$ cat config.mk
export PLATFORM = sky130hd
export DESIGN_NAME = result_port
export DESIGN_NICKNAME = d
export VERILOG_FILES = /design/src/verilog/serial_port_pkg.sv /design/src/verilog/result_port.sv
export VERILOG_INCLUDE_DIRS = /design/src /design/src/verilog
export SDC_FILE = /design/constraint.sdc
export NUM_CORES = 1
export LEC_CHECK = 0
export BUFFER_PORTS_ARGS = -buffer_cell sky130_fd_sc_hd__buf_2
export CELL_PAD_IN_SITES_DETAIL_PLACEMENT = 1
export CELL_PAD_IN_SITES_GLOBAL_PLACEMENT = 2
export CORE_MARGIN = 1.5
export CORE_UTILIZATION = 35
export DETAILED_ROUTE_END_ITERATION = 10
export GPL_ROUTABILITY_DRIVEN = 1
export GPL_TIMING_DRIVEN = 0
export MAX_ROUTING_LAYER = met4
export PLACE_DENSITY_LB_ADDON = 0.1
export SYNTH_ARGS = -nofsm -noshare
export SYNTH_HDL_FRONTEND = slang
export SYNTH_SLANG_ARGS = --single-unit
$ cat constraint.sdc
create_clock -name hclk -period 3.91 [get_ports hclk]
set_input_delay 0.391 -clock hclk [delete_from_list [all_inputs] [get_ports hclk]]
set_output_delay 0.391 -clock hclk [all_outputs]
set_load 0.1 [all_outputs]
$ cat src/verilog/serial_port_defs.svh
// constants for the converter result port: bus offsets, pin mode codes, timing
// assumes it is included by the result port package and the result port module
`ifndef SERIAL_PORT_DEFS_SVH
`define SERIAL_PORT_DEFS_SVH
`define OFS_CTRL 8'h00
`define OFS_STATUS 8'h04
`define OFS_MASK 8'h08
`define OFS_RESULT 8'h0c
`define OFS_STATE 8'h10
`define CTRL_RESET 32'h0000_0001
`define SERIAL_MODE 2'h3
`define RESULT_BITS 18
`define FRAME_LAST 5'h11
`define FRAME_FULL 5'h12
`define EV_CONV 0
`define EV_ERROR 1
`define EV_FRAME 2
`define EV_BITS 3
`define ERR_PULSE_NS 1600
`define CLK_PERIOD_NS 100
`endif

$ cat src/verilog/serial_port_pkg.sv
// types shared by the converter result port
// assumes the constants header sits beside it
`include "serial_port_defs.svh"
package serial_port_pkg;
  typedef enum logic [1:0] {
    ST_IDLE = 2'b00,
    ST_SHIFT = 2'b01,
    ST_DONE = 2'b10
  } frame_state_t;
endpackage
$ cat src/verilog/result_port.sv
// result port of the converter: parallel bits, serial output, AHB-Lite registers, interrupt
// assumes hclk 10 MHz; conversion engine pulses on hclk; pins arrive asynchronous
`timescale 1ns/100ps
`include "serial_port_defs.svh"
module result_port
  import serial_port_pkg::*;
#(
  parameter int ERR_NS = `ERR_PULSE_NS
) (
  input wire logic hclk,
  input wire logic hresetn,
  input wire logic hsel,
  input wire logic [31:0] haddr,
  input wire logic [1:0] htrans,
  input wire logic hwrite,
  input wire logic [2:0] hsize,
  input wire logic [31:0] hwdata,
  input wire logic hready,
  output logic hreadyout,
  output logic [31:0] hrdata,
  output logic hresp,
  output logic irq,
  input wire logic conv_start,
  input wire logic conv_done,
  input wire logic [17:0] conv_result,
  output logic busy,
  input wire logic [1:0] mode,
  input wire logic cs_n,
  input wire logic rd_n,
  input wire logic clock_source_select,
  input wire logic clock_invert_select,
  input wire logic marker_polarity_select,
  input wire logic output_coding_select,
  input wire logic read_mode_or_chain_input,
  output logic result_bit_ten,
  input wire logic result_bit_eleven_in,
  output logic result_bit_eleven_out,
  output logic result_bit_eleven_oe_n,
  output logic result_bit_twelve,
  output logic result_bit_thirteen,
  output logic [3:0] result_high_bits,
  output logic port_oe_n
);
  localparam int ERR_CYCLES = (ERR_NS + `CLK_PERIOD_NS - 1) / `CLK_PERIOD_NS;
  localparam logic [7:0] ERR_LOAD = 8'(ERR_CYCLES);

  // two flops on every pin input; the third sclk stage only feeds edge detection
  logic [10:0] pins_s1_reg, pins_s2_reg;
  logic sclk_s3_reg;
  always_ff @(posedge hclk or negedge hresetn) begin
    if (!hresetn) begin
      // reset image reads deselected and parallel, so the clock pin never turns round while pins settle
      pins_s1_reg <= 11'h600;
      pins_s2_reg <= 11'h600;
      sclk_s3_reg <= 1'b0;
    end else begin
      pins_s1_reg <= {cs_n, rd_n, mode, clock_source_select, clock_invert_select, marker_polarity_select,
                      output_coding_select, read_mode_or_chain_input, result_bit_eleven_in, 1'b0};
      pins_s2_reg <= pins_s1_reg;
      sclk_s3_reg <= pins_s2_reg[1];
    end
  end
  logic cs_s, enable, serial, ext, inv, pol, coding, chain_s, sclk_s, master, slave;
  logic sclk_rise, sclk_fall, active_edge;
  assign cs_s = pins_s2_reg[10];
  assign enable = !pins_s2_reg[10] && !pins_s2_reg[9];
  assign serial = pins_s2_reg[8:7] == `SERIAL_MODE;
  assign ext = pins_s2_reg[6];
  assign inv = pins_s2_reg[5];
  assign pol = pins_s2_reg[4];
  assign coding = pins_s2_reg[3];
  assign chain_s = pins_s2_reg[2];
  assign sclk_s = pins_s2_reg[1];
  assign master = serial && !ext;
  assign slave = serial && ext;
  // chip select gates the host clock, so edges while deselected are ignored
  assign sclk_rise = sclk_s && !sclk_s3_reg && !cs_s;
  assign sclk_fall = !sclk_s && sclk_s3_reg && !cs_s;
  assign active_edge = inv ? sclk_fall : sclk_rise;

  // bus and interrupt state
  logic [31:0] ctrl_reg, ctrl_next, hrdata_next;
  logic [`EV_BITS-1:0] status_reg, status_next, mask_reg, mask_next, events;
  logic [7:0] addr_reg, addr_next;
  logic wr_reg, wr_next, irq_next;
  // converter and frame state
  frame_state_t state_reg, state_next;
  logic [17:0] result_reg, result_next, shift_reg, shift_next;
  logic [4:0] bit_cnt_reg, bit_cnt_next;
  logic [7:0] qcnt_reg, qcnt_next, err_cnt_reg, err_cnt_next, div_m1;
  logic [1:0] quarter_reg, quarter_next;
  logic busy_next, unread_reg, unread_next, frame_start, loss;
  logic d10_next, d11_next, d11_oe_n_next, d12_next, d13_next, sclk_int;

  // address phase is sampled; read data is prepared then so the slave never waits
  always_comb begin
    addr_next = addr_reg;
    wr_next = 1'b0;
    ctrl_next = ctrl_reg;
    mask_next = mask_reg;
    status_next = status_reg;
    hrdata_next = hrdata;
    if (wr_reg) begin
      if (addr_reg == `OFS_CTRL) begin
        ctrl_next = hwdata;
      end else if (addr_reg == `OFS_STATUS) begin
        status_next = status_reg & ~hwdata[`EV_BITS-1:0];
      end else if (addr_reg == `OFS_MASK) begin
        mask_next = hwdata[`EV_BITS-1:0];
      end
    end
    // a new event beats a clear in the same cycle
    status_next = status_next | events;
    if (hsel && hready && htrans[1]) begin
      addr_next = haddr[7:0];
      wr_next = hwrite;
      if (haddr[7:0] == `OFS_CTRL) begin
        hrdata_next = ctrl_reg;
      end else if (haddr[7:0] == `OFS_STATUS) begin
        hrdata_next = {29'h0, status_reg};
      end else if (haddr[7:0] == `OFS_MASK) begin
        hrdata_next = {29'h0, mask_reg};
      end else if (haddr[7:0] == `OFS_RESULT) begin
        hrdata_next = {14'h0, result_reg};
      end else if (haddr[7:0] == `OFS_STATE) begin
        hrdata_next = {27'h0, unread_reg, busy, state_reg, master};
      end else begin
        hrdata_next = 32'h0;
      end
    end
    irq_next = |(status_next & mask_next);
  end
  always_ff @(posedge hclk or negedge hresetn) begin
    if (!hresetn) begin
      addr_reg <= 8'h0;
      wr_reg <= 1'b0;
      ctrl_reg <= `CTRL_RESET;
      mask_reg <= 3'h0;
      status_reg <= 3'h0;
      hrdata <= 32'h0;
      irq <= 1'b0;
      hreadyout <= 1'b0;
      hresp <= 1'b0;
    end else begin
      addr_reg <= addr_next;
      wr_reg <= wr_next;
      ctrl_reg <= ctrl_next;
      mask_reg <= mask_next;
      status_reg <= status_next;
      hrdata <= hrdata_next;
      irq <= irq_next;
      hreadyout <= 1'b1;
      hresp <= 1'b0;
    end
  end

  // quarter length comes from software; zero is treated as one cycle
  assign div_m1 = (ctrl_reg[7:0] == 8'h0) ? 8'h0 : ctrl_reg[7:0] - 8'h1;
  // internal clock is high in quarters one and two, data moves in quarter zero
  assign sclk_int = (state_reg == ST_SHIFT) && master && (quarter_reg == 2'h1 || quarter_reg == 2'h2);
  // with read mode high a read may run during the next conversion
  assign frame_start = (state_reg == ST_IDLE) && enable && serial &&
                       (ext || (unread_reg && (!busy || chain_s)));
  assign loss = slave && conv_done && (state_reg == ST_SHIFT);
  assign events = {state_next == ST_DONE && state_reg == ST_SHIFT && !loss, loss, conv_done};

  always_comb begin
    state_next = state_reg;
    result_next = result_reg;
    shift_next = shift_reg;
    bit_cnt_next = bit_cnt_reg;
    qcnt_next = qcnt_reg;
    quarter_next = quarter_reg;
    unread_next = unread_reg;
    busy_next = busy;
    err_cnt_next = (err_cnt_reg != 8'h0) ? err_cnt_reg - 8'h1 : 8'h0;
    if (conv_start) begin
      busy_next = 1'b1;
    end
    if (conv_done) begin
      result_next = {conv_result[17] ^ ~coding, conv_result[16:0]};
      unread_next = 1'b1;
      busy_next = 1'b0;
    end
    case (state_reg)
      ST_IDLE: begin
        if (frame_start) begin
          shift_next = result_reg;
          bit_cnt_next = 5'h0;
          qcnt_next = 8'h0;
          quarter_next = 2'h0;
          unread_next = conv_done;
          state_next = ST_SHIFT;
        end
      end
      ST_SHIFT: begin
        if (!serial) begin
          state_next = ST_IDLE;
        end else if (loss) begin
          state_next = ST_DONE;
          err_cnt_next = ERR_LOAD;
        end else if (master) begin
          if (qcnt_reg == div_m1) begin
            qcnt_next = 8'h0;
            quarter_next = quarter_reg + 2'h1;
            if (quarter_reg == 2'h3) begin
              shift_next = {shift_reg[16:0], 1'b0};
              bit_cnt_next = bit_cnt_reg + 5'h1;
              if (bit_cnt_reg == `FRAME_LAST) begin
                state_next = ST_DONE;
              end
            end
          end else begin
            qcnt_next = qcnt_reg + 8'h1;
          end
        end else if (active_edge) begin
          shift_next = {shift_reg[16:0], chain_s};
          bit_cnt_next = bit_cnt_reg + 5'h1;
          if (bit_cnt_reg == `FRAME_LAST) begin
            state_next = ST_DONE;
          end
        end
      end
      ST_DONE: begin
        if (slave && active_edge) begin
          shift_next = {shift_reg[16:0], chain_s};
        end
        if (!enable || !serial) begin
          state_next = ST_IDLE;
        end
      end
      default: begin
        state_next = ST_IDLE;
      end
    endcase
    // shared pins fall back to parallel result bits outside serial mode
    d10_next = serial ? shift_reg[17] : result_reg[10];
    d11_next = serial ? (master && (sclk_int ^ inv)) : result_reg[11];
    d11_oe_n_next = slave;
    d12_next = serial ? (master && ((state_reg == ST_SHIFT) ^ pol)) : result_reg[12];
    d13_next = serial ? (slave && err_cnt_reg != 8'h0) : result_reg[13];
  end
  always_ff @(posedge hclk or negedge hresetn) begin
    if (!hresetn) begin
      state_reg <= ST_IDLE;
      result_reg <= 18'h0;
      shift_reg <= 18'h0;
      bit_cnt_reg <= 5'h0;
      qcnt_reg <= 8'h0;
      quarter_reg <= 2'h0;
      unread_reg <= 1'b0;
      err_cnt_reg <= 8'h0;
      busy <= 1'b0;
      result_bit_ten <= 1'b0;
      result_bit_eleven_out <= 1'b0;
      result_bit_eleven_oe_n <= 1'b0;
      result_bit_twelve <= 1'b0;
      result_bit_thirteen <= 1'b0;
      result_high_bits <= 4'h0;
      port_oe_n <= 1'b1;
    end else begin
      state_reg <= state_next;
      result_reg <= result_next;
      shift_reg <= shift_next;
      bit_cnt_reg <= bit_cnt_next;
      qcnt_reg <= qcnt_next;
      quarter_reg <= quarter_next;
      unread_reg <= unread_next;
      err_cnt_reg <= err_cnt_next;
      busy <= busy_next;
      result_bit_ten <= d10_next;
      result_bit_eleven_out <= d11_next;
      result_bit_eleven_oe_n <= d11_oe_n_next;
      result_bit_twelve <= d12_next;
      result_bit_thirteen <= d13_next;
      result_high_bits <= result_reg[17:14];
      port_oe_n <= !enable;
    end
  end
endmodule

== Word-level counts from Yosys, hierarchy flattened ==
Cells that the tools add are included.

* Flip-flop bits (word level): 175
* Input bits: 104
* Output and inout port bits: 46
* Word-level logic and storage cells: 181

* Add/subtract/negate cells: 5
* Equal/unequal tests: 24
* Mux-type cells: 67
* Bitwise logic cells: 8
* Reductions and logical operators: 50

{| class="wikitable"
|+ Operators with widths
! kind !! number
|-
| $mux W18 || 11
|-
| $mux W8 || 10
|-
| $pmux W18 S3 || 1
|-
| $mux W5 || 8
|-
| $mux W32 || 1
|-
| $mux W2 || 14
|-
| $eq A8 B4 Y1 const B || 3
|-
| $logic_not A8 Y1 || 3
|-
| $logic_and A1 B1 Y1 || 23
|-
| $mux W3 || 7
|-
| $eq A8 B3 Y1 const B || 2
|-
| $pmux W8 S2 || 1
|-
| $sub A8 B1 Y8 const B || 2
|-
| $ne A2 B2 Y1 const B || 6
|-
| $mux W1 || 11
|-
| $eq A2 B2 Y1 const B || 5
|-
| $pmux W5 S2 || 1
|-
| $logic_not A1 Y1 || 9
|-
| $ne A3 B3 Y1 const B || 3
|-
| $add A8 B1 Y8 const B || 1
|-
| $eq A8 B5 Y1 const B || 1
|-
| $eq A8 B8 Y1 || 1
|-
| $reduce_and A8 Y1 || 1
|-
| $reduce_bool A8 Y1 || 1
|-
| 20 further kinds || 28
|}

== Depth between registers and ports, before layout ==
Gate-level depths: netlist (run 1).

* Depth after elaboration: 15
* Gate-level depth with buffers: 10
* Depth with buffers taken out: 9

== Least setup slack after synthesis (run 1) ==
No wires, ideal clock.

* Path kind: flip-flop to flip-flop
* Start point: reg ctrl_reg[0]
* End point: reg shift_reg[10]
* Setup time: 0.125 ns
* Data arrival time: 2.922 ns
* Required time: 3.785 ns
* Slack: 0.863 ns
* Stages on the path, launching flop included: 11
* Buffers on the path: 1
* Clock period less this slack: 3.047 ns
* Cell sequence: dfstp_2 > inv_1 > ha_1 > or3_1 > a2111oi_0 > nor2_2 > nand2_2 > nor4_4 > o31ai_4 > buf_6 > mux2_4

* Cells in the longest elaborated chain, start to end: 5
* Elaborated cells on any way between the ends: 6
* Classes of those cells: add/sub (1); eq/ne (2); mux (1); reduce/logical (2)

{| class="wikitable"
|+ RTL lines
! what !! RTL line !! source
|-
| start: declaration || result_port.sv:82 || <nowiki>logic [31:0] ctrl_reg, ctrl_next, hrdata_next;</nowiki>
|-
| start signal: assignment || result_port.sv:137 || <nowiki>ctrl_reg <= `CTRL_RESET;</nowiki>
|-
| start signal: assignment || result_port.sv:147 || <nowiki>ctrl_reg <= ctrl_next;</nowiki>
|-
| $sub A8 B1 Y8 / $logic_not A8 Y1 (equally long branches) || result_port.sv:158 || <nowiki>assign div_m1 = (ctrl_reg[7:0] == 8'h0) ? 8'h0 : ctrl_reg[7:0] - 8'h1;</nowiki>
|-
| $mux W8 (*) || result_port.sv:158 ||
|-
| $eq A8 B8 Y1 (*) || result_port.sv:203 || <nowiki>if (qcnt_reg == div_m1) begin</nowiki>
|-
| $ne A3 B3 Y1 (no line) (*) || - ||
|-
| $reduce_and A8 Y1 (no line) (*) || - ||
|-
| end signal: assignment || result_port.sv:264 || <nowiki>shift_reg <= shift_next;</nowiki>
|-
| end: declaration || result_port.sv:88 || <nowiki>logic [17:0] result_reg, result_next, shift_reg, shift_next;</nowiki>
|}

Mark *: on every way between the ends. The rest lies on a longest branch, timed or not.
A chain may end at the register's enable or synchronous reset.

== Final worst setup path (run 1) ==
* Start point: reg ctrl_reg[0]
* End point: reg shift_reg[13]

Same word-level chain as after synthesis.

==> results.txt, run 1 <==
* Final worst path period share: 0.908
* DRT antenna net count: 0
* Die Wd: 154 um
* Cell depth of the worst flop-to-flop path: 10
- Leaving out fill and tap cells, the most frequent cell in the layout is sky130_fd_sc_hd__dfrtp_1.
- In this design, the stage delay of the slowest critical-path cell is 600 ps.
- In this run the mean area of a mapped cell was 10.7 um2.
* Number of nets in the synthesized netlist: 857
- The final route contains 6040 vias.
- Counting every sink on the clock net gives 175.
- Of the total synthesized cell area, the portion taken by XOR and XNOR cells is 0.0176.
* Ordered cell list for the critical path: inv_1, ha_1, or3_1, a2111oi_0, nor2_2, nand2_2, nor4_4, o31ai_4, buf_6, mux2_4
- Worst endpoint data arrival time: 3860 ps
- TritonCTS built the clock tree.
* First-pass GRT wire length: 35.9 mm
- The count of cells in the finished layout, fillers not included, comes to 1176.
* Layout overhead on the synthesized area: 19.6%
- Of the total power, the clock network draws 0.323.
- Warnings from Yosys: 0
- Sequential-to-total area share from yosys stat: 0.552
- Of the cells placed in the final design, the portion with a size suffix greater than 1 is 0.271.
* Number of primary I/O pins: 150
- Number of search-and-repair iterations in the first detailed-routing pass: 4
* Post-Synthesis Cells: 742
* Post-synthesis share of cell area spent on and, or, nand and nor gates: 0.148
- Average wire length per cell after detail routing: 18.6 um
- Actual slew at the worst max-slew pin: 820 ps
* Antenna diodes: 0
- The worst register-to-register path begins at ctrl_reg[0]$_DFFE_PN1P_.
* Maximum fanout count along the critical path: 10
- Of the total power, combinational logic draws 0.230.
- Max-cap violation count: 0
* Cell type of the slowest stage on the worst timing path: sky130_fd_sc_hd__dfstp_2
- The synthesized design contains 0 enable-type register cells.
- STA puts the critical path data required time at 4220 ps.
* Detailed-route vias per instance: 5.14
- Setup violations remaining at the end of the flow were counted as 0.
* Number of distinct standard cells referenced by the synthesized netlist: 70
- Maximum ir drop on the vdd rail: 0.000307 V
- For this design the total switching power over the nets is 1.67 mW.
* Share of cell area taken by muxes after synthesis: 0.102
* Hold Path Class: input port to flip-flop
- Global routing finished with a remaining overflow of 0.
- The worst setup path is launched from a flip-flop.
- The H-tree was split into 4 levels.
- Number of CTS-inserted buffers: 17
- The worst path meets setup with 359 ps of slack.
* Aggregate global-route resource usage: 0.200
* Synthesized area: 0.00794 mm2
* HPWL reported at the end of detailed placement: 16.3 mm
- Int Power: 3.38 mW
- Layout net count: 998
- Setup slack of the most critical reg-to-reg path: 360 ps
* Worst Clk Skew: 13.9 ps
- The initial utilization of the core area, before any placement, comes to 0.361.
- Seq pwr share: 0.447
* Dominant combinational cell family by area after synthesis: simple AND/OR/NAND/NOR gates
- Max Root-Sink Buffers: 2
- The first routing iteration left 305 violations.
- Root buffer cell: sky130_fd_sc_hd__clkbuf_16
* Core region area: 0.0220 mm2
- Counting instances, the worst hold path has a depth of 1.
- Total placed cells including tap cells: 1142
- Highest achievable clock rate: 0.282 GHz
- Summed over all failing endpoints, the final setup total negative slack is 0 ps.
- Post-CTS Setup Inserts: 0
* Switching Share: 0.331
* Die Footprint: 0.0236 mm2
* Die span in y: 154 um
* Area fraction in compound gates after synthesis: 0.127
- Measured against its own limit, the worst slew margin works out to 0.448.
* Post-Place Worst Slack: 374 ps
- Crit end category: flip-flop
* Startpoint of the worst setup timing path: ctrl_reg[0]$_DFFE_PN1P_
* DRC: 0
- Seq cells post-synth: 175
- The design draws 5.05 mW.
* Number of core rows: 54
- Setup repair after global routing left no endpoint under its margin.
- Total leakage power: 4.41 nW
* Clock latency of the later-clocked register in the worst-skew pair: 430 ps
- Of all flip-flops after synthesis, the portion carrying an async set or reset was 1.00.
* Clock slew at reported path FFs: 80 ps
* PortBufs: 119
- Status: finished clean
- The critical path is of the flip-flop to flip-flop type.
- Routability congestion estimate from global placement: 0.789
* Detailed-route wire length: 21.8 mm
- For this design the ratio of total power to cell area is 532 mW/mm2.
- The via count of the first global-routing pass came to 6533.
- Start point of the worst hold path: output_coding_select
- Commonest cells after routing, fill and taps aside: 169 x sky130_fd_sc_hd__dfrtp_1, 118 x sky130_fd_sc_hd__buf_2, 116 x sky130_fd_sc_hd__nand2_1
- Antenna violations before repair: 0
- Leading register cell type out of synthesis: sky130_fd_sc_hd__dfrtp_1
- Final period demand of the worst path: 3550 ps
- The number of max-slew violations in the final report came to 0.
- Of the total synthesized cell area, the portion taken by full adders, half adders and majority gates is 0.0173.
- The hold violation count in the final report came to 0.
- Entering global routing, the biggest net connects 110 pins.
[path summary, 6_finish.rpt]
check                                       endpoint
min reg2reg                 pins_s2_reg[4]$_DFF_PN0_
max                        shift_reg[13]$_DFFE_PN0P_
max in group asynchronous     hrdata[12]$_DFFE_PN0P_
max reg2reg                shift_reg[13]$_DFFE_PN0P_
min in group asynchronous    qcnt_reg[6]$_DFFE_PN0P_
min                         pins_s1_reg[3]$_DFF_PN0_
[routing by layer]
layer,vias to the layer above,part of all wire,track usage
met3,13,0.028,0.0347
met5,-,0,-
met2,93,0.48,0.318
met4,0,0.0081,0.0388
li1,2860,-,-
met1,3074,0.49,0.271
[cell usage after synthesis (all sizes together) (9+ instances only)]
master,instances,share of area
a21oi,11,0.0069
a22oi,14,0.013
clkbuf,29,0.014
dfrtp,169,0.53
ha,11,0.017
inv,32,0.015
mux2,61,0.091
nand2,117,0.056
nand3,11,0.0069
nor2,38,0.018
nor2b,13,0.010
nor3,11,0.0069
o21ai,92,0.058
xnor2,9,0.0099
[repair_timing]
item                                   CTS  global route
endpoints found under the hold margin   61             0
hold buffers                             1             0
resized for setup                        0             0
[layout make-up]
class / instances / area [um2]
fill: 2474 / 12500
sequential: 175 / 4390
multi-input combinational: 500 / 3280
timing repair buffer: 122 / 648
clock buffer: 17 / 425
tap: 280 / 350
buffer: 35 / 158
clock inverter: 15 / 130
inverter: 32 / 120
[stage by stage]
step / utilization / area (um2) / hold slack (ps)
2_1_floorplan: - / 7940 / 95.4
3_3_place_gp: 0.404 / 8890 / 333
3_5_place_dp: 0.405 / 8930 / 336
4_1_cts: 0.431 / 9490 / 33.1
5_1_grt: 0.431 / 9500 / 32.9
6_report: 0.431 / 9500 / 55.5
[logic make-up (layout without fill, tap and decap cells)]
logic type / count (synthesis) / in the layout
AOI/OAI and AO/OA: 161 / 161
xor gates and xnor gates: 16 / 16
buffers and inverters: 67 / 221
muxes: 66 / 66
adders and majority gates: 11 / 11
DFF: 175 / 175
other: 2 / 2
and+or+nand+nor: 244 / 244
[worst max-delay path: cells and delay by family (launching register included)]
| kind | cells | cell delay [ps] |
|---|---|---|
| flops | 1 | 600 |
| compound gates | 2 | 1100 |
| mux | 1 | 320 |
| fa+ha+maj | 1 | 310 |
| simple gates | 4 | 740 |
| buf+inv | 2 | 340 |
[power groups by stage]
stage	sequential, mW	combinational, mW	clock [mW]
global route	2.29	1.29	1.74
global placement	2.27	1.13	0
detailed placement	2.29	1.17	0
CTS	2.26	1.18	1.67
finish	2.26	1.16	1.63
floorplan	2.33	0.757	0
(Power assumes the default switching activity.)
==> run 2: changes to the inputs <==
--- a/config.mk
+++ b/config.mk
@@ -10,7 +10,7 @@
 export CELL_PAD_IN_SITES_DETAIL_PLACEMENT = 1
 export CELL_PAD_IN_SITES_GLOBAL_PLACEMENT = 2
 export CORE_MARGIN = 1.5
-export CORE_UTILIZATION = 35
+export CORE_UTILIZATION = 38
 export DETAILED_ROUTE_END_ITERATION = 10
 export GPL_ROUTABILITY_DRIVEN = 1
 export GPL_TIMING_DRIVEN = 0
==> constraint.sdc (replaced) <==
create_clock -name hclk -period 4.3 [get_ports hclk]
set_input_delay 0.43 -clock hclk [delete_from_list [all_inputs] [get_ports hclk]]
set_output_delay 0.43 -clock hclk [all_outputs]
set_load 0.1 [all_outputs]
==> run 2 against run 1 <==
Effect of this change: via count increased by 0.26%; final cell count decreased by 1.0%; worst hold slack got worse by 93 ps; sequential power decreased by 9.3%; largest cell class unchanged; clock-buffer cell count increased by 2; sequential cell count unchanged; critical endpoint is now shift_reg[10]$_DFFE_PN0P_; highest routed layer unchanged; global-route usage increased by 1.7 points; the run now ends with negative hold slack left.
==> results.txt, run 2 (synthesis gave the netlist of run 1 again) <==
- Status: finished, violations left
- The final reports fail on negative hold slack.
- Maximum ir drop on the vdd rail: 0.000273 V
- Share of cells above drive strength 1: 0.270
* Startpoint kind of the worst setup timing path: flip-flop
- Maximum level of the CTS H-tree: 4
- Setup repair after global routing left no endpoint under its margin.
* Layout overhead on the synthesized area: 19.4%
- Maximum fanout count along the critical path: 10
* Core region area: 0.0204 mm2
* Number of hold buffers added after cts: 0
- The number of gates resized after CTS was 0.
- For the final routed database, the setup TNS stands at 0 ps.
- Headroom to the max-slew limit came out at 0.469.
- Int Power: 3.13 mW
- Maximum number of pins on one net before global-route repair: 89
* Residual overflow from global routing: 0
- Clock-pin slew was measured on the worst setup and hold paths at 70 ps.
- Counting I/O delays and the setup requirement, the final critical path takes 3610 ps.
* Ratio of total power to cell area: 487 mW/mm2
- The initialized floorplan defines 52 standard-cell rows.
- Proportion of power drawn by the clock network: 0.325
- The number of antenna violations at the first check in global routing came to 0.
- Switching power total: 1.49 mW
- The completed layout was analyzed and its total power is 4.62 mW.
- The library cell used most frequently in the layout, excluding fill and tap cells, is sky130_fd_sc_hd__dfrtp_1.
- Setup violations remaining at the end of the flow were counted as 0.
- In the routed layout, each cell is associated on average with a via count of 5.20.
- The tool flagged a number of max-cap violations equal to 0.
* Die Wd: 148 um
- Layout net count: 996
* Clock latency of the later-clocked register in the worst-skew pair: 430 ps
- The repair_antennas step left the layout with diodes totalling 0.
* Die span in y: 148 um
* Max Root-Sink Buffers: 2
- TritonCTS built the clock tree.
- Of the total power, the share spent switching nets is 0.323.
- Data on the critical path is required at its endpoint by 4610 ps.
* Detailed-route wire length: 21.7 mm
- Worst Clk Skew: 18.5 ps
* Via count of the routed design: 6056
* Cell type of the slowest stage on the worst timing path: sky130_fd_sc_hd__dfstp_2
- Initial core utilization: 0.390
- Commonest cells after routing, fill and taps aside: 169 x sky130_fd_sc_hd__dfrtp_1, 118 x sky130_fd_sc_hd__buf_2, 116 x sky130_fd_sc_hd__nand2_1
- Dividing the detail-routed wire length by the instance count gives 18.6 um.
- The number of max-slew violations in the final report is 0.
* HPWL reported at the end of detailed placement: 16.1 mm
- The critical path is of the flip-flop to flip-flop type.
- Ordered cell list for the critical path: inv_1, ha_1, or3_1, a2111oi_0, nor2_2, nand2_2, nor4_4, o31ai_4, buf_6, mux2_4
* Clock sink count: 175
- Number of hold violations in the final report: 6
- Across every metal layer, demand over resource in global routing totals 0.217.
- STA puts the critical path data arrival time at 3930 ps.
- Post-CTS Setup Inserts: 0
* Vias in the first global route: 6631
* Number of CTS-inserted buffers: 17
* DRT antenna net count: 0
* Routability congestion estimate from global placement: 0.824
* Number of primary I/O pins: 150
* Final worst path period share: 0.840
- First-pass GRT wire length: 35.7 mm
- Final hold analysis gives a worst-case slack of -37.8 ps.
- Number of search-and-repair iterations in the first detailed-routing pass: 5
- Port buffering added 119 buffers.
- Of the total power, combinational logic draws 0.230.
* Highest achievable clock rate: 0.277 GHz
* CP peak stage delay: 600 ps
- Root buffer cell: sky130_fd_sc_hd__clkbuf_16
- DRC: 0
- Number of violations reported at the end of detailed-routing iteration 0: 240
* Hold Path Class: input port to asynchronous set/reset pin
- Total leakage power: 4.41 nW
- Of the total power, registers draw 0.445.
- The die covers 0.0218 mm2.
- Crit end category: flip-flop
* Actual slew at the worst max-slew pin: 789 ps
## run 2: through the flow
| stage | utilization | hold slack [ps] | worst slack [ps] | cell area [um2] | instances |
|---|---|---|---|---|---|
| floorplan | - | 134 | 1250 | 7940 | 742 |
| global placement | 0.436 | 333 | 54.1 | 8880 | 1131 |
| detailed placement | 0.438 | 336 | 733 | 8910 | 1132 |
| CTS | 0.465 | 24.4 | 728 | 9480 | 1164 |
| global route | 0.466 | 43.5 | 452 | 9490 | 1164 |
| finish | 0.466 | -37.8 | 686 | 9490 | 1164 |
## run 2: path summary, 6_finish.rpt
kind | from | to | slack [ps] | cells after the start
min in group hclk | cs_n | pins_s1_reg[10]$_DFF_PN1_ | 90 | 1
max in group asynchronous | hresetn | ctrl_reg[17]$_DFFE_PN0P_ | 3470 | 2
worst min register to register | pins_s1_reg[1]$_DFF_PN0_ | pins_s2_reg[1]$_DFF_PN0_ | 350 | 0
worst max-delay path | ctrl_reg[0]$_DFFE_PN1P_ | shift_reg[10]$_DFFE_PN0P_ | 690 | 10
worst min-delay path | hresetn | qcnt_reg[2]$_DFFE_PN0P_ | -40 | 1
worst max register to register | ctrl_reg[0]$_DFFE_PN1P_ | shift_reg[10]$_DFFE_PN0P_ | 690 | 10
## run 2: metal layers
metal / vias to the layer above / part of all wire / global-route usage
li1: 2861 / - / -
met1: 3061 / 0.48 / 0.296
met2: 108 / 0.47 / 0.340
met3: 26 / 0.028 / 0.0309
met4: 0 / 0.017 / 0.0625
met5: - / 0 / -
## run 2: final cells by class
class	instances	area (um2)
inverter	32	120
clock inverter	13	131
buffer	35	158
tap	270	338
sequential	175	4390
fill	2307	10900
timing repair buffer	120	633
clock buffer	19	433
multi-input combinational	500	3290
## run 2: power by group through the flow
stage | Sequential, mW | Combinational, mW | Clock (mW)
2_1_floorplan | 2.12 | 0.688 | 0
3_3_place_gp | 2.06 | 1.02 | 0
3_5_place_dp | 2.08 | 1.07 | 0
4_1_cts | 2.05 | 1.07 | 1.54
5_1_grt | 2.09 | 1.18 | 1.61
6_report | 2.05 | 1.06 | 1.50
## run 2: critical path: cells and delay by family, from the launching register on
kind / cells / cell delay [ps]
buffers and inverters: 2 / 350
and+or+nand+nor: 4 / 780
AOI/OAI and AO/OA: 2 / 1130
DFF: 1 / 600
adders and majority gates: 1 / 320
muxes: 1 / 320
==> run 3: changes to the inputs <==
--- a/config.mk
+++ b/config.mk
@@ -10,7 +10,7 @@
 export CELL_PAD_IN_SITES_DETAIL_PLACEMENT = 1
 export CELL_PAD_IN_SITES_GLOBAL_PLACEMENT = 2
 export CORE_MARGIN = 1.5
-export CORE_UTILIZATION = 38
+export CORE_UTILIZATION = 32
 export DETAILED_ROUTE_END_ITERATION = 10
 export GPL_ROUTABILITY_DRIVEN = 1
 export GPL_TIMING_DRIVEN = 0
==> constraint.sdc (replaced) <==
create_clock -name hclk -period 3 [get_ports hclk]
set_input_delay 0.3 -clock hclk [delete_from_list [all_inputs] [get_ports hclk]]
set_output_delay 0.3 -clock hclk [all_outputs]
set_load 0.1 [all_outputs]
==> run 3 against run 2 <==
Effect of this change: worst setup slack got worse by 630 ps; clock power is 49% higher; final area rose by 4.6%; die area increased by 18%; largest cell class unchanged; worst hold slack better by 110 ps; clock-buffer cell count unchanged; sequential power is 43% higher; the run now ends clean; global-route usage is 2.5 points lower; critical path depth up 2; total power is 48% higher.
==> results.txt, run 3 (synthesis gave the netlist of run 1 again) <==
- Maximum fanout count along the critical path: 8
- Proportion of power drawn by the clock network: 0.326
* Final period demand of the worst path: 2940 ps
- CTS placed an instance of sky130_fd_sc_hd__clkbuf_16 at the clock tree root.
- Initial core utilization: 0.327
* DRT antenna net count: 0
* Switching Share: 0.332
- The count of cells in the finished layout, fillers not included, comes to 1240.
* HPWL reported at the end of detailed placement: 16.7 mm
- Final worst path period share: 0.980
- In this run the worst hold path is classified as input port to flip-flop.
* Cell type of the slowest stage on the worst timing path: sky130_fd_sc_hd__dfrtp_1
- Average wire length per cell after detail routing: 18.4 um
- TritonCTS built the clock tree.
- In this run the horizontal extent of the chip is 161 um.
- Seq pwr share: 0.429
* First-pass GRT wire length: 37.4 mm
* Share of cells above drive strength 1: 0.295
- Number of core rows: 57
* Clock sink count: 175
- Maximum ir drop on the vdd rail: 0.000328 V
* Setup slack of the most critical reg-to-reg path: 60 ps
- Entering global routing, the biggest net connects 120 pins.
- The clock passes through at most 2 buffers.
* Routability congestion estimate from global placement: 0.744
- Detailed-route vias per instance: 4.95
- Leaving out fill and tap cells, the most frequent cell in the layout is sky130_fd_sc_hd__dfrtp_1.
- Global routing finished with a remaining overflow of 0.
* Worst setup path category: flip-flop to flip-flop
- At the worst endpoint, the arrival time is 3240 ps.
* Clock latency of the later-clocked register in the worst-skew pair: 430 ps
* Crit end category: flip-flop
- Number of buffers and inverters on the critical path: 5
- At the pin with the least slew margin, the transition time is 721 ps.
* Max-cap violation count: 0
- The worst setup path is launched from a flip-flop.
- Ordered cell list for the critical path: buf_6, or3_4, buf_6, o211a_1, a311o_1, nand2_4, nor4_4, buf_6, o31ai_4, buf_6, buf_6, mux2_2
- Int Power: 4.58 mW
* Antenna violations before repair: 0
- Relative to the synthesized area, the layout overhead comes to 24.8%.
- Number of search-and-repair iterations in the first detailed-routing pass: 4
- Total leakage power: 4.56 nW
- Clock skew on the completed layout was measured at 16.2 ps.
* Switching power total: 2.27 mW
- Dominant delay contributor by cell family on the critical path: compound AO/OA/AOI/OAI gates
* Commonest cells after routing, fill and taps aside: 168 x sky130_fd_sc_hd__dfrtp_1, 118 x sky130_fd_sc_hd__buf_2, 116 x sky130_fd_sc_hd__nand2_1
* Unrepaired setup endpoints after global routing: yes
- Dividing total power by cell area gives a power density of 691 mW/mm2.
- The final layout contains 1018 nets.
* Vias in the first global route: 6666
- Number of CTS-inserted buffers: 17
- Status: finished clean
- Proportion of power drawn by combinational gates: 0.245
- DRC: 0
- Number of violations reported at the end of detailed-routing iteration 0: 275
- Based on the critical path, the design can be clocked at up to 0.340 GHz.
- The floorplan step set the die height to 161 um.
- PortBufs: 119
- Antenna diodes: 0
- Setup violations remaining at the end of the flow were counted as 0.
- Number of primary I/O pins: 150
- The number of max-slew violations in the final report is 0.
* Clock slew at reported path FFs: 80 ps
- CP required: 3300 ps
- Die Footprint: 0.0258 mm2
* Core region area: 0.0243 mm2
- For this block, the routed nets add up to 22.8 mm of wire.
- Aggregate global-route resource usage: 0.193
- The hold violation count in the final report was 0.
- Total placed cells including tap cells: 1186
* Maximum level of the CTS H-tree: 4
- The worst pin sits at a relative slew slack of 0.519.
- CP peak stage delay: 380 ps
* Critical path's most frequent cell: sky130_fd_sc_hd__buf_6
* Via count of the routed design: 6138
- Across all hold checks on the routed design, the worst slack comes to 74.2 ps.
[run 3: changes by cell type in the layout (fill, tap and decap cells not counted), sizes merged]
| cell | change |
|---|---|
| buf | +11 |
| bufinv | -1 |
| clkinvlp | -1 |
| dlygate4sd3 | +11 |
| inv | +2 |
[run 3: power by group through the flow]
stage,Clock [mW],Sequential [mW],Combinational (mW)
after global placement,0,2.96,1.49
after global routing,2.39,2.99,1.86
after floorplan,0,3.04,0.987
after detailed placement,0,2.98,1.54
final,2.23,2.94,1.68
after CTS,2.30,2.94,1.66
[run 3: cell type report]
class / count / area (um2)
inverters: 32 / 120
plain buffers: 34 / 161
multi-input cells: 500 / 3400
well taps: 324 / 405
repair buffers: 143 / 852
fillers: 2703 / 14400
clock buffers: 19 / 453
flip-flops and latches: 175 / 4390
clock inverters: 13 / 140
[run 3: worst paths after layout]
kind	depth (start not counted)	end	from
worst min-delay path	3	result_reg[15]$_DFFE_PN0P_	conv_result[15]
min in group asynchronous	2	pins_s1_reg[1]$_DFF_PN0_	hresetn
worst min register to register	0	pins_s2_reg[4]$_DFF_PN0_	pins_s1_reg[4]$_DFF_PN0_
worst max register to register	12	shift_reg[3]$_DFFE_PN0P_	ctrl_reg[3]$_DFFE_PN0P_
worst max-delay path	12	shift_reg[3]$_DFFE_PN0P_	ctrl_reg[3]$_DFFE_PN0P_
max in group asynchronous	3	ctrl_reg[1]$_DFFE_PN0P_	hresetn
[run 3: metrics by stage]
step / power [mW] / util / setup WS, ps / setup TNS (ps) / cell area (um2)
after floorplan: 4.03 / - / 24.7 / 0 / 7950
after global placement: 4.45 / 0.368 / -1200 / -214610 / 8950
after detailed placement: 4.52 / 0.369 / -521 / -16880 / 8980
after CTS: 6.90 / 0.403 / -5.43 / -10.4 / 9810
after global routing: 7.24 / 0.408 / -30.4 / -115 / 9920
final: 6.86 / 0.408 / 58.5 / 0 / 9920
[run 3: repair_timing]
action,in CTS,in global routing
gates resized for setup,14,19
pin swaps,6,6
hold endpoints to repair,63,0
hold buffers,11,0
endpoints found under the setup margin,60,39
buffers inserted,8,3
cloned,1,0
[run 3: worst register-to-register path, cell delays in order (launching register included)]
cell                      delay [ps]
sky130_fd_sc_hd__dfrtp_1         380
sky130_fd_sc_hd__buf_6           140
sky130_fd_sc_hd__or3_4           380
sky130_fd_sc_hd__buf_6           150
sky130_fd_sc_hd__o211a_1         220
sky130_fd_sc_hd__a311o_1         380
sky130_fd_sc_hd__nand2_4         120
sky130_fd_sc_hd__nor4_4           50
sky130_fd_sc_hd__buf_6           140
sky130_fd_sc_hd__o31ai_4         220
sky130_fd_sc_hd__buf_6           170
sky130_fd_sc_hd__buf_6           140
sky130_fd_sc_hd__mux2_2          330
[run 3: metal layers]
layer | routed length [um] | global-route usage | up-vias | share of wire
li1 | - | - | 2906 | -
met1 | 10900 | 0.256 | 3136 | 0.48
met2 | 11100 | 0.310 | 81 | 0.49
met3 | 622 | 0.0276 | 15 | 0.027
met4 | 189 | 0.0493 | 0 | 0.0083
met5 | 0 | - | - | 0
